$ cat src/rtl/memmap_pkg.sv
/*
 * Memory map constants for the address decoder: region bounds,
 * stack window and widths.
 * Assumes a 13-bit CPU address bus and a 6-bit stack offset.
 */
package memmap_pkg;
	localparam int          ADDR_W        = 13;
	localparam int          SP_OFS_W      = 6;
	localparam logic [12:0] ROM_LO        = 13'h0b00;
	localparam logic [12:0] ROM_HI        = 13'h1eff;
	localparam logic [12:0] CHK_LO        = 13'h1f00;
	localparam logic [12:0] CHK_HI        = 13'h1fef;
	localparam logic [12:0] VEC_LO        = 13'h1ff0;
	localparam logic [12:0] VEC_HI        = 13'h1fff;
	localparam logic [12:0] RAM_LO        = 13'h0080;
	localparam logic [12:0] RAM_HI        = 13'h01ff;
	localparam logic [12:0] IO_LO         = 13'h0000;
	localparam logic [12:0] IO_HI         = 13'h001f;
	localparam logic [12:0] STACK_BASE    = 13'h00c0;
	localparam logic [5:0]  SP_RESET      = 6'h3f;
	localparam logic [5:0]  SP_ONE        = 6'h01;
	localparam logic [6:0]  STACK_UPPER   = 7'h03;

	typedef enum logic [1:0] {SP_HOLD, SP_PUSH, SP_POP, SP_LOAD} sp_op_type;

	// Inclusive range check
	function automatic logic in_range(input logic [12:0] a, input logic [12:0] lo,
		input logic [12:0] hi);
		in_range = (a >= lo) && (a <= hi);
	endfunction
endpackage

$ cat src/rtl/memmap_decoder.sv
/*
 * Memory map address decoder with registered region selects and
 * the stack pointer that feeds the stack window.
 * Assumes the address is stable one cycle ahead of use by the core.
 */
`timescale 1ns/1ns
// What this block does
// - Thirteen-bit address; each access picks exactly one region or none.
// - 0x0B00 to 0x1EFF selects user program ROM.
// - 0x1FF0 to 0x1FFF selects the user vector area.
// - 0x1F00 to 0x1FEF selects self-check ROM and vectors.
// - 0x0080 to 0x01FF selects user RAM.
// - Stack pointer starts at 0x00FF.
// - Stack addresses stay within 0x00C0 to 0x00FF.
module memmap_decoder
	import memmap_pkg::*;
(
	input  wire logic              CORE_CLK_I,
	input  wire logic              RST_I,
	input  wire logic [ADDR_W-1:0] ADDR_I,
	input  wire logic              ACCESS_I,
	input  wire sp_op_type         SP_OP_I,
	output logic                   ROM_SEL_O,
	output logic                   VEC_SEL_O,
	output logic                   CHK_SEL_O,
	output logic                   RAM_SEL_O,
	output logic                   IO_SEL_O,
	output logic                   ILLEGAL_O,
	output logic [ADDR_W-1:0]      SP_ADDR_O
);
	// ****************************************
	// Region decode
	// ****************************************
	wire logic [ADDR_W-1:0] sp_addr;
	wire logic              hit_rom = in_range(ADDR_I, ROM_LO, ROM_HI);
	wire logic              hit_vec = in_range(ADDR_I, VEC_LO, VEC_HI);
	wire logic              hit_chk = in_range(ADDR_I, CHK_LO, CHK_HI);
	wire logic              hit_ram = in_range(ADDR_I, RAM_LO, RAM_HI);
	wire logic              hit_io  = in_range(ADDR_I, IO_LO, IO_HI);
	wire logic              hit_any = hit_rom | hit_vec | hit_chk | hit_ram | hit_io;

	// ****************************************
	// Next select values
	// ****************************************
	// A select only rises for a valid access
	wire logic              rom_sel_d = ACCESS_I & hit_rom;
	wire logic              vec_sel_d = ACCESS_I & hit_vec;
	wire logic              chk_sel_d = ACCESS_I & hit_chk;
	wire logic              ram_sel_d = ACCESS_I & hit_ram;
	wire logic              io_sel_d  = ACCESS_I & hit_io;
	wire logic              ill_d     = ACCESS_I & ~hit_any;

	// ****************************************
	// Stack pointer
	// ****************************************
	stack_ptr u_sp (
		.clk_i     (CORE_CLK_I),
		.rst_i     (RST_I),
		.op_i      (SP_OP_I),
		.sp_addr_o (sp_addr)
	);

	// Registered selects, all cleared when idle
	always_ff @(posedge CORE_CLK_I or posedge RST_I)
	begin
		if (RST_I)
		begin
			ROM_SEL_O <= 1'b0;
			VEC_SEL_O <= 1'b0;
			CHK_SEL_O <= 1'b0;
			RAM_SEL_O <= 1'b0;
			IO_SEL_O  <= 1'b0;
			ILLEGAL_O <= 1'b0;
		end
		else
		begin
			ROM_SEL_O <= rom_sel_d;
			VEC_SEL_O <= vec_sel_d;
			CHK_SEL_O <= chk_sel_d;
			RAM_SEL_O <= ram_sel_d;
			IO_SEL_O  <= io_sel_d;
			ILLEGAL_O <= ill_d;
		end
	end

	// Stack address copy
	always_ff @(posedge CORE_CLK_I or posedge RST_I)
	begin
		if (RST_I)
			SP_ADDR_O <= {STACK_UPPER, SP_RESET};
		else
			SP_ADDR_O <= sp_addr;
	end

	// ****************************************
	// Checks
	// ****************************************
	wire logic [5:0] sel_vec = {ROM_SEL_O, VEC_SEL_O, CHK_SEL_O, RAM_SEL_O, IO_SEL_O, ILLEGAL_O};

	// At most one select per cycle, counting the illegal flag
	property p_onehot;
		@(posedge CORE_CLK_I) disable iff (RST_I)
		$onehot0(sel_vec);
	endproperty
	a_onehot: assert property (p_onehot) else $error("more than one select");

	// No valid access, no select and no flag
	property p_idle;
		@(posedge CORE_CLK_I) disable iff (RST_I)
		!ACCESS_I |=> sel_vec == '0;
	endproperty
	a_idle: assert property (p_idle) else $error("select without access");

	// ****************************************
	// Forward region checks
	// ****************************************
	// A valid access inside a region raises that region's select
	property p_rom;
		@(posedge CORE_CLK_I) disable iff (RST_I)
		ACCESS_I && ADDR_I >= ROM_LO && ADDR_I <= ROM_HI |=> ROM_SEL_O;
	endproperty
	a_rom: assert property (p_rom) else $error("rom not selected");

	property p_vec;
		@(posedge CORE_CLK_I) disable iff (RST_I)
		ACCESS_I && ADDR_I >= VEC_LO |=> VEC_SEL_O;
	endproperty
	a_vec: assert property (p_vec) else $error("vectors not selected");

	property p_chk;
		@(posedge CORE_CLK_I) disable iff (RST_I)
		ACCESS_I && ADDR_I >= CHK_LO && ADDR_I <= CHK_HI |=> CHK_SEL_O;
	endproperty
	a_chk: assert property (p_chk) else $error("self-check not selected");

	property p_ram;
		@(posedge CORE_CLK_I) disable iff (RST_I)
		ACCESS_I && ADDR_I >= RAM_LO && ADDR_I <= RAM_HI |=> RAM_SEL_O;
	endproperty
	a_ram: assert property (p_ram) else $error("ram not selected");

	// The low I/O block is legal and is not flagged
	property p_io;
		@(posedge CORE_CLK_I) disable iff (RST_I)
		ACCESS_I && ADDR_I <= IO_HI |=> IO_SEL_O && !ILLEGAL_O;
	endproperty
	a_io: assert property (p_io) else $error("io access flagged");

	// ****************************************
	// Back checks
	// ****************************************
	// The ROM, vector, self-check and RAM selects each trace back to an access inside their own region
	property p_rom_back;
		@(posedge CORE_CLK_I) disable iff (RST_I)
		ROM_SEL_O |->
			$past(ACCESS_I) && $past(ADDR_I) >= ROM_LO && $past(ADDR_I) <= ROM_HI;
	endproperty
	a_rom_back: assert property (p_rom_back) else $error("rom selected outside rom");

	property p_vec_back;
		@(posedge CORE_CLK_I) disable iff (RST_I)
		VEC_SEL_O |->
			$past(ACCESS_I) && $past(ADDR_I) >= VEC_LO && $past(ADDR_I) <= VEC_HI;
	endproperty
	a_vec_back: assert property (p_vec_back) else $error("vectors selected outside area");

	property p_chk_back;
		@(posedge CORE_CLK_I) disable iff (RST_I)
		CHK_SEL_O |->
			$past(ACCESS_I) && $past(ADDR_I) >= CHK_LO && $past(ADDR_I) <= CHK_HI;
	endproperty
	a_chk_back: assert property (p_chk_back) else $error("self-check selected outside");

	property p_ram_back;
		@(posedge CORE_CLK_I) disable iff (RST_I)
		RAM_SEL_O |->
			$past(ACCESS_I) && $past(ADDR_I) >= RAM_LO && $past(ADDR_I) <= RAM_HI;
	endproperty
	a_ram_back: assert property (p_ram_back) else $error("ram selected outside ram");

	// ****************************************
	// Unmapped holes
	// ****************************************
	// Hole between I/O and RAM
	property p_hole;
		@(posedge CORE_CLK_I) disable iff (RST_I)
		ACCESS_I && ADDR_I > IO_HI && ADDR_I < RAM_LO |=> ILLEGAL_O;
	endproperty
	a_hole: assert property (p_hole) else $error("hole not flagged");

	// Gap between RAM and user ROM
	property p_gap;
		@(posedge CORE_CLK_I) disable iff (RST_I)
		ACCESS_I && ADDR_I > RAM_HI && ADDR_I < ROM_LO |=> ILLEGAL_O && !RAM_SEL_O;
	endproperty
	a_gap: assert property (p_gap) else $error("gap not flagged");

	// ****************************************
	// Stack checks
	// ****************************************
	// Leaving reset shows the top of the stack
	property p_sp_init;
		@(posedge CORE_CLK_I)
		$fell(RST_I) |-> SP_ADDR_O == {STACK_UPPER, SP_RESET};
	endproperty
	a_sp_init: assert property (p_sp_init) else $error("stack start wrong");

	// The output copy never leaves the window
	property p_sp_win;
		@(posedge CORE_CLK_I) disable iff (RST_I)
		SP_ADDR_O >= STACK_BASE && SP_ADDR_O <= {STACK_UPPER, SP_RESET};
	endproperty
	a_sp_win: assert property (p_sp_win) else $error("stack outside window");

	// A reload shows the top of stack two edges later
	property p_sp_load;
		@(posedge CORE_CLK_I) disable iff (RST_I)
		SP_OP_I == SP_LOAD |=> ##1 SP_ADDR_O == {STACK_UPPER, SP_RESET};
	endproperty
	a_sp_load: assert property (p_sp_load) else $error("reload missed top of stack");

	// A pop steps the offset up by one, wrapping inside the window
	property p_sp_pop;
		@(posedge CORE_CLK_I) disable iff (RST_I)
		(SP_OP_I == SP_POP) |=> ##1
			(SP_ADDR_O[SP_OFS_W-1:0] == $past(SP_ADDR_O[SP_OFS_W-1:0]) + SP_ONE);
	endproperty
	a_sp_pop: assert property (p_sp_pop) else $error("pop did not step up");

	// ****************************************
	// Coverage
	// ****************************************
	c_rom: cover property (@(posedge CORE_CLK_I) ROM_SEL_O);
	c_vec: cover property (@(posedge CORE_CLK_I) VEC_SEL_O);
	c_ill: cover property (@(posedge CORE_CLK_I) ILLEGAL_O);
	c_push: cover property (@(posedge CORE_CLK_I) SP_ADDR_O == STACK_BASE);
	c_wrap: cover property (@(posedge CORE_CLK_I)
		(SP_ADDR_O == STACK_BASE) ##1 (SP_ADDR_O == {STACK_UPPER, SP_RESET}));
endmodule // memmap_decoder

$ cat src/rtl/stack_ptr.sv
/*
 * Stack pointer confined to the 64-byte stack window.
 * Assumes the core issues one push, pop or reset-stack per cycle.
 */
`timescale 1ns/1ns
module stack_ptr
	import memmap_pkg::*;
(
	input  wire logic             clk_i,
	input  wire logic             rst_i,
	input  wire sp_op_type        op_i,
	output logic [ADDR_W-1:0]     sp_addr_o
);
	logic [SP_OFS_W-1:0] ofs_q;
	logic [SP_OFS_W-1:0] ofs_d;

	// Only the low six bits move; wraps inside the window
	always_comb
	begin
		unique case (op_i)
			SP_HOLD: ofs_d = ofs_q;
			SP_PUSH: ofs_d = ofs_q - SP_ONE;
			SP_POP:  ofs_d = ofs_q + SP_ONE;
			SP_LOAD: ofs_d = SP_RESET;
		endcase
	end

	// Offset register
	always_ff @(posedge clk_i or posedge rst_i)
	begin
		if (rst_i)
			ofs_q <= SP_RESET;
		else
			ofs_q <= ofs_d;
	end

	// Fixed upper bits
	assign sp_addr_o = {STACK_UPPER, ofs_q};

	property p_sp_window;
		@(posedge clk_i) disable iff (rst_i)
		sp_addr_o[ADDR_W-1:SP_OFS_W] == STACK_UPPER;
	endproperty
	a_sp_window: assert property (p_sp_window) else $error("stack address left window");

	property p_sp_push;
		@(posedge clk_i) disable iff (rst_i)
		(op_i == SP_PUSH) |=>
			(sp_addr_o[SP_OFS_W-1:0] == $past(sp_addr_o[SP_OFS_W-1:0]) - SP_ONE);
	endproperty
	a_sp_push: assert property (p_sp_push) else $error("push did not step down");
endmodule // stack_ptr

$ cat config.mk
export PLATFORM = sky130hd
export DESIGN_NAME = memmap_decoder
export DESIGN_NICKNAME = d
export VERILOG_FILES = /design/src/rtl/memmap_pkg.sv /design/src/rtl/memmap_decoder.sv /design/src/rtl/stack_ptr.sv
export SDC_FILE = /design/constraint.sdc
export NUM_CORES = 1
export LEC_CHECK = 0
export BUFFER_PORTS_ARGS = -buffer_cell sky130_fd_sc_hd__buf_4
export CAP_MARGIN = 20
export CORE_MARGIN = 5
export CORE_UTILIZATION = 45
export DETAILED_ROUTE_END_ITERATION = 12
export HOLD_SLACK_MARGIN = 0.02
export PLACE_DENSITY = 0.76
export SLEW_MARGIN = 20
export SYNTH_ARGS = -nofsm -noshare
export SYNTH_HDL_FRONTEND = slang
export SYNTH_SLANG_ARGS = --single-unit
$ cat constraint.sdc
create_clock -name CORE_CLK_I -period 1.8 [get_ports CORE_CLK_I]
set_clock_uncertainty 0.05 [all_clocks]
set_input_delay 0.27 -clock CORE_CLK_I [delete_from_list [all_inputs] [get_ports CORE_CLK_I]]
set_output_delay 0.27 -clock CORE_CLK_I [all_outputs]
set_load 0.05 [all_outputs]
After elaboration in Yosys (flattened, before gate mapping) --
Index checks and enable logic that the tools add are counted.
Word-level totals: output and inout bits 19, word-level logic and storage cells 41, flip-flop bits (word level) 18, input port bits 18
Cells by class: bitwise operators 11, multiplexer cells 1, magnitude comparators 10, add/subtract/negate cells 2, eq/ne operators 3, reductions and logical operators 6
Operator list (count):
- $le 13x13->1 const B | 3
- $ge 13x13->1 const B | 2
- $pmux 6 s3 | 1
- $ge 13x1->1 const B | 1
- $ge 13x12->1 const B | 1
- $ge 13x8->1 const B | 1
- $le 13x5->1 const B | 1
- $le 13x9->1 const B | 1
- $add 6x1->6 const B | 1
- $and 1x1->1 | 6
- $sub 6x1->6 const B | 1
- $logic_and 1x1->1 | 5
- $eq 2x2->1 const B | 2
- $or 1x1->1 | 4
- $eq 2x1->1 const B | 1
- $logic_not 2->1 | 1
- $not 1->1 | 1

Logic depth before layout (Yosys ltp) --
depth in word-level cells 8, mapped depth 6, depth with buffers taken out 6

By module --
Synthesis repeated with hierarchy kept, for this count alone.
Unflattened totals: cell total of the unflattened synthesis 95, area total of the unflattened synthesis 1152.4 µm²
By module, submodules not included:
- memmap_decoder | area an instance 613.1 µm², cells an instance 37, sequential area each 485.5 µm², instances 1
- stack_ptr | area an instance 539.3 µm², cells an instance 58, sequential area each 157.7 µm², instances 1

Worst setup path after synthesis --
No wires, ideal clock.
path type register to register, from register u_sp.ofs_q[1], to register u_sp.ofs_q[5], setup time 0.093 ns, cell stages (with the launch flop) 6, clock period less this slack 1.600 ns, path buffers 0, arrival time 1.456 ns, setup slack 0.200 ns, required time 1.657 ns, cell sequence dfstp_2 ha_1 a211oi_1 o21ai_0 o21ai_0 mux4_2
On the way: word-level cells in the longest chain between the ends 2, elaborated cells between the ends (all ways) 3, those cells by class add/sub (2); mux (1)
Ends and longest elaborated chain:
- from (decl) | RTL line stack_ptr.sv:14 | logic [SP_OFS_W-1:0] ofs_q;
- from (signal assigned) | RTL line stack_ptr.sv:34 | ofs_q <= ofs_d;
- $add 6x1->6 or $sub 6x1->6 (tied branches) | RTL line stack_ptr.sv:23, stack_ptr.sv:22
- $pmux 6 s3 (*) | RTL line stack_ptr.sv:20 | unique case (op_i)
Mark *: on every way between the ends. The rest lies on a longest branch, timed or not. A chain may end at the register's enable or synchronous reset.

Worst setup path after layout --
Same ends and word-level chain as after synthesis.

==> key figures <==
GRT
  • Vias in the first global route: 650
  • Remaining Overflow, GRT: 0
  • Gr usage total: 0.1241
  • First-pass GRT wire length: 2580 um
  • Initial antenna violation count: 0
  • Largest net degree at the start of global routing: 19

Place
  • Routability cong.: 0.8180
  • Port Buf Inserts: 25
  • DP Worst Slack: 0.03123 ns
  • Post-DP HPWL: 1287 um

Worst setup path
  • CP Launch Type: flip-flop
  • Slowest cell on the critical path: dfstp_2
  • Reg2reg start: u_sp.ofs_q[1]$_DFFE_PP1P_
  • Critical path class: flip-flop to flip-flop
  • Critical Path, Cell by Cell: ha_1, a211oi_2, o21ai_0, o21ai_0, mux4_2
  • Crit path DAT: 1.87 ns
  • Worst EP required: 1.96 ns
  • Crit-path max FO: 4
  • CP Capture Type: flip-flop
  • Max stage delay on crit path: 0.58 ns
  • Worst r2r dst: u_sp.ofs_q[5]$_DFFE_PP1P_
  • Most Frequent Cell on Critical Path: o21ai_0
  • FF-to-FF setup slack: 0.09 ns
  • Cells on worst reg2reg path: 5
  • Critical path startpoint: u_sp.ofs_q[1]$_DFFE_PP1P_

Power and ir drop
  • Sw Share: 0.3797
  • Combinational power share: 0.413
  • Clock power share: 0.162
  • Part of the power in registers: 0.425
  • Leak: 0.5368 nW
  • Int Pwr: 917.1 uW
  • Worst ir drop on vdd: 0.0005875 V
  • Sw power: 561.3 uW
  • Cell Pwr Density: 1307 mW/mm^2

Yosys
  • Distinct cell type count after synthesis: 26
  • Mapped cell area: 884.6 sq um
  • Avg Inst Size Synth: 11.34 sq um
  • Synth warn: 0
  • Post-synthesis sequential area ratio: 0.5262
  • Post-synthesis cell count: 78
  • Ys async rst share: 1.000
  • Number of flops mapped to enable cells by yosys: 0
  • FF+latch count, synth: 18
  • Synth Flop Type: dfstp_2

Detailed routing
  • DRC Markers: 0
  • Iter 0 DRT Violations: 4
  • DR WL/cell: 11.56 um
  • Via density: 4.933
  • Routed wire length: 1549 um
  • Vias: 661
  • Drt pass-1 iters: 2
  • Final ANT Viol Nets: 0

Finish
  • Commonest cells after routing, fill and taps aside: buf_4, dfstp_2, a21oi_1, conb_1
  • Multi-input gate area: 382.9 sq um
  • Nets: 131
  • Share of layout cells above drive strength 1: 0.4299
  • Layout area overhead: 27.86%
  • Commonest non-fill, non-tap cell in the layout: buf_4
  • Ant diodes: 0
  • Register Area: 465.4 sq um
  • Fill cells: 178

Timing
  • RSZ-0062 raised after global routing: no
  • Setup tns final: 0 ns
  • Max-slew headroom: 0.5878
  • Final setup fails: 0
  • Fin crit period: 1.714 ns
  • Slew Limit Fails: 0
  • Worst-margin pin slew: 0.6176 ns
  • Fmax: 583.5 MHz
  • Fin. Hold Viols: 0
  • Setup WS post-layout: 0.08606 ns
  • Period utilisation layout: 0.9522

Floorplan
  • Die area: 0.002952 sq mm
  • Row cnt: 16
  • Core area: 0.001922 sq mm
  • Die X: 54.34 um
  • Initial Util: 0.4603
  • # IOs: 37
  • Die height: 54.34 um

Clock network
  • Clk root buf: clkbuf_4
  • CTS buffer count: 3
  • Clock slew at reported path FFs: 0.10 ns
  • Clk sinks: 18
  • Clk_lat worst skew: 0.29 ns
  • H-tree Lvls: 1
  • Max clock buf depth: 2
  • Setup Fix Bufs, Post-CTS: 0
  • CTS tree: built

Hold path
  • Hold depth: 3
  • Worst min path class: primary input to flip-flop
  • Min-Delay Endpoint: RAM_SEL_O$_DFF_PP0_
  • Hold Crit Start: ADDR_I[8]

Flow run
  • Max_cap viols: 0

Status
  • Status: finished, final reports clean
## stage by stage
step / util / total power [mW] / instances / cell area [sq um] / hold slack [ns]
finish: 0.5885 / 1.478 / 134 / 1131 / 0.1745
global route: 0.5885 / 1.568 / 134 / 1131 / 0.1661
CTS: 0.5859 / 1.492 / 134 / 1126 / 0.1686
detailed placement: 0.5618 / 1.245 / 129 / 1080 / 0.3164
global placement: 0.5618 / 1.229 / 129 / 1080 / 0.3183
floorplan: - / 1.098 / 83 / 903.4 / 0.1498
## routing by layer
layer / GRT usage / wire length, um / vias up
met2: 0.2331 / 846 / 22
met5: 0 / 0 / -
met4: 0.07884 / 32 / 0
li1: - / - / 315
met3: 0.03542 / 124 / 4
met1: 0.1151 / 545 / 320
## synthesized netlist by cell type, drive strengths merged (2+ instances only)
cell | instances | share of area
dfrtp | 6 | 0.17
o21ai | 4 | 0.023
nor2 | 6 | 0.025
nand2 | 4 | 0.017
dfstp | 12 | 0.36
a21o | 2 | 0.017
xor2 | 2 | 0.020
conb | 2 | 0.0085
buf | 7 | 0.059
nand2b | 3 | 0.038
ha | 4 | 0.057
inv | 2 | 0.0085
a21oi | 7 | 0.040
nor3 | 5 | 0.028
and4 | 2 | 0.020
## worst max-delay path by stage
stage	endpoint	slack, ns
after global routing	u_sp.ofs_q[5]$_DFFE_PP1P_	0.003
final	u_sp.ofs_q[5]$_DFFE_PP1P_	0.09
after CTS	u_sp.ofs_q[5]$_DFFE_PP1P_	0.05
after detailed placement	u_sp.ofs_q[5]$_DFFE_PP1P_	0.03
after global placement	u_sp.ofs_q[5]$_DFFE_PP1P_	0.06
after floorplan	u_sp.ofs_q[5]$_DFFE_PP1P_	0.20
## kinds of logic after synthesis
group | share of synthesized area
AND/OR/NAND/NOR | 0.1669
flip-flops | 0.5262
AO/OA/AOI/OAI | 0.09618
buffers and inverters | 0.06790
adder cells (fa/ha/maj) | 0.07921
XOR/XNOR | 0.02971
other | 0.008490
multiplexers | 0.02546
## power by group through the flow
stage,Clock [mW],Combinational [mW],Sequential [mW]
2_1_floorplan,0,0.263,0.835
3_3_place_gp,0,0.594,0.635
3_5_place_dp,0,0.607,0.638
4_1_cts,0.250,0.611,0.631
5_1_grt,0.266,0.656,0.646
6_report,0.239,0.611,0.628
## worst max-delay path: cells and delay by family, from the launching register on
kind                     cells  cell delay [ns]
flip-flops                   1             0.58
AO/OA/AOI/OAI                3             0.42
multiplexers                 1             0.33
adder cells (fa/ha/maj)      1             0.26
## area by class of cell
type | count | share of cell area
inverter | 2 | 0.006637
timing repair buffer | 27 | 0.1814
sequential | 18 | 0.4115
tap | 27 | 0.02987
clock buffer | 4 | 0.03208
multi-input combinational | 56 | 0.3385
## sequential cells by signal (all words and copies together), names as in the netlist
register / flops
CHK_SEL_O: 1
ILLEGAL_O: 1
IO_SEL_O: 1
RAM_SEL_O: 1
ROM_SEL_O: 1
SP_ADDR_O: 6
VEC_SEL_O: 1
u_sp.ofs_q: 6
## what timing repair did
| action | 4_1_cts | 5_1_grt |
|---|---|---|
| hold buffers | 1 | 0 |
| endpoints found under the setup margin | 0 | 1 |
| gates resized for setup | 0 | 1 |
| hold endpoints to repair | 1 | 0 |
Power figures use the tool's default switching activity.
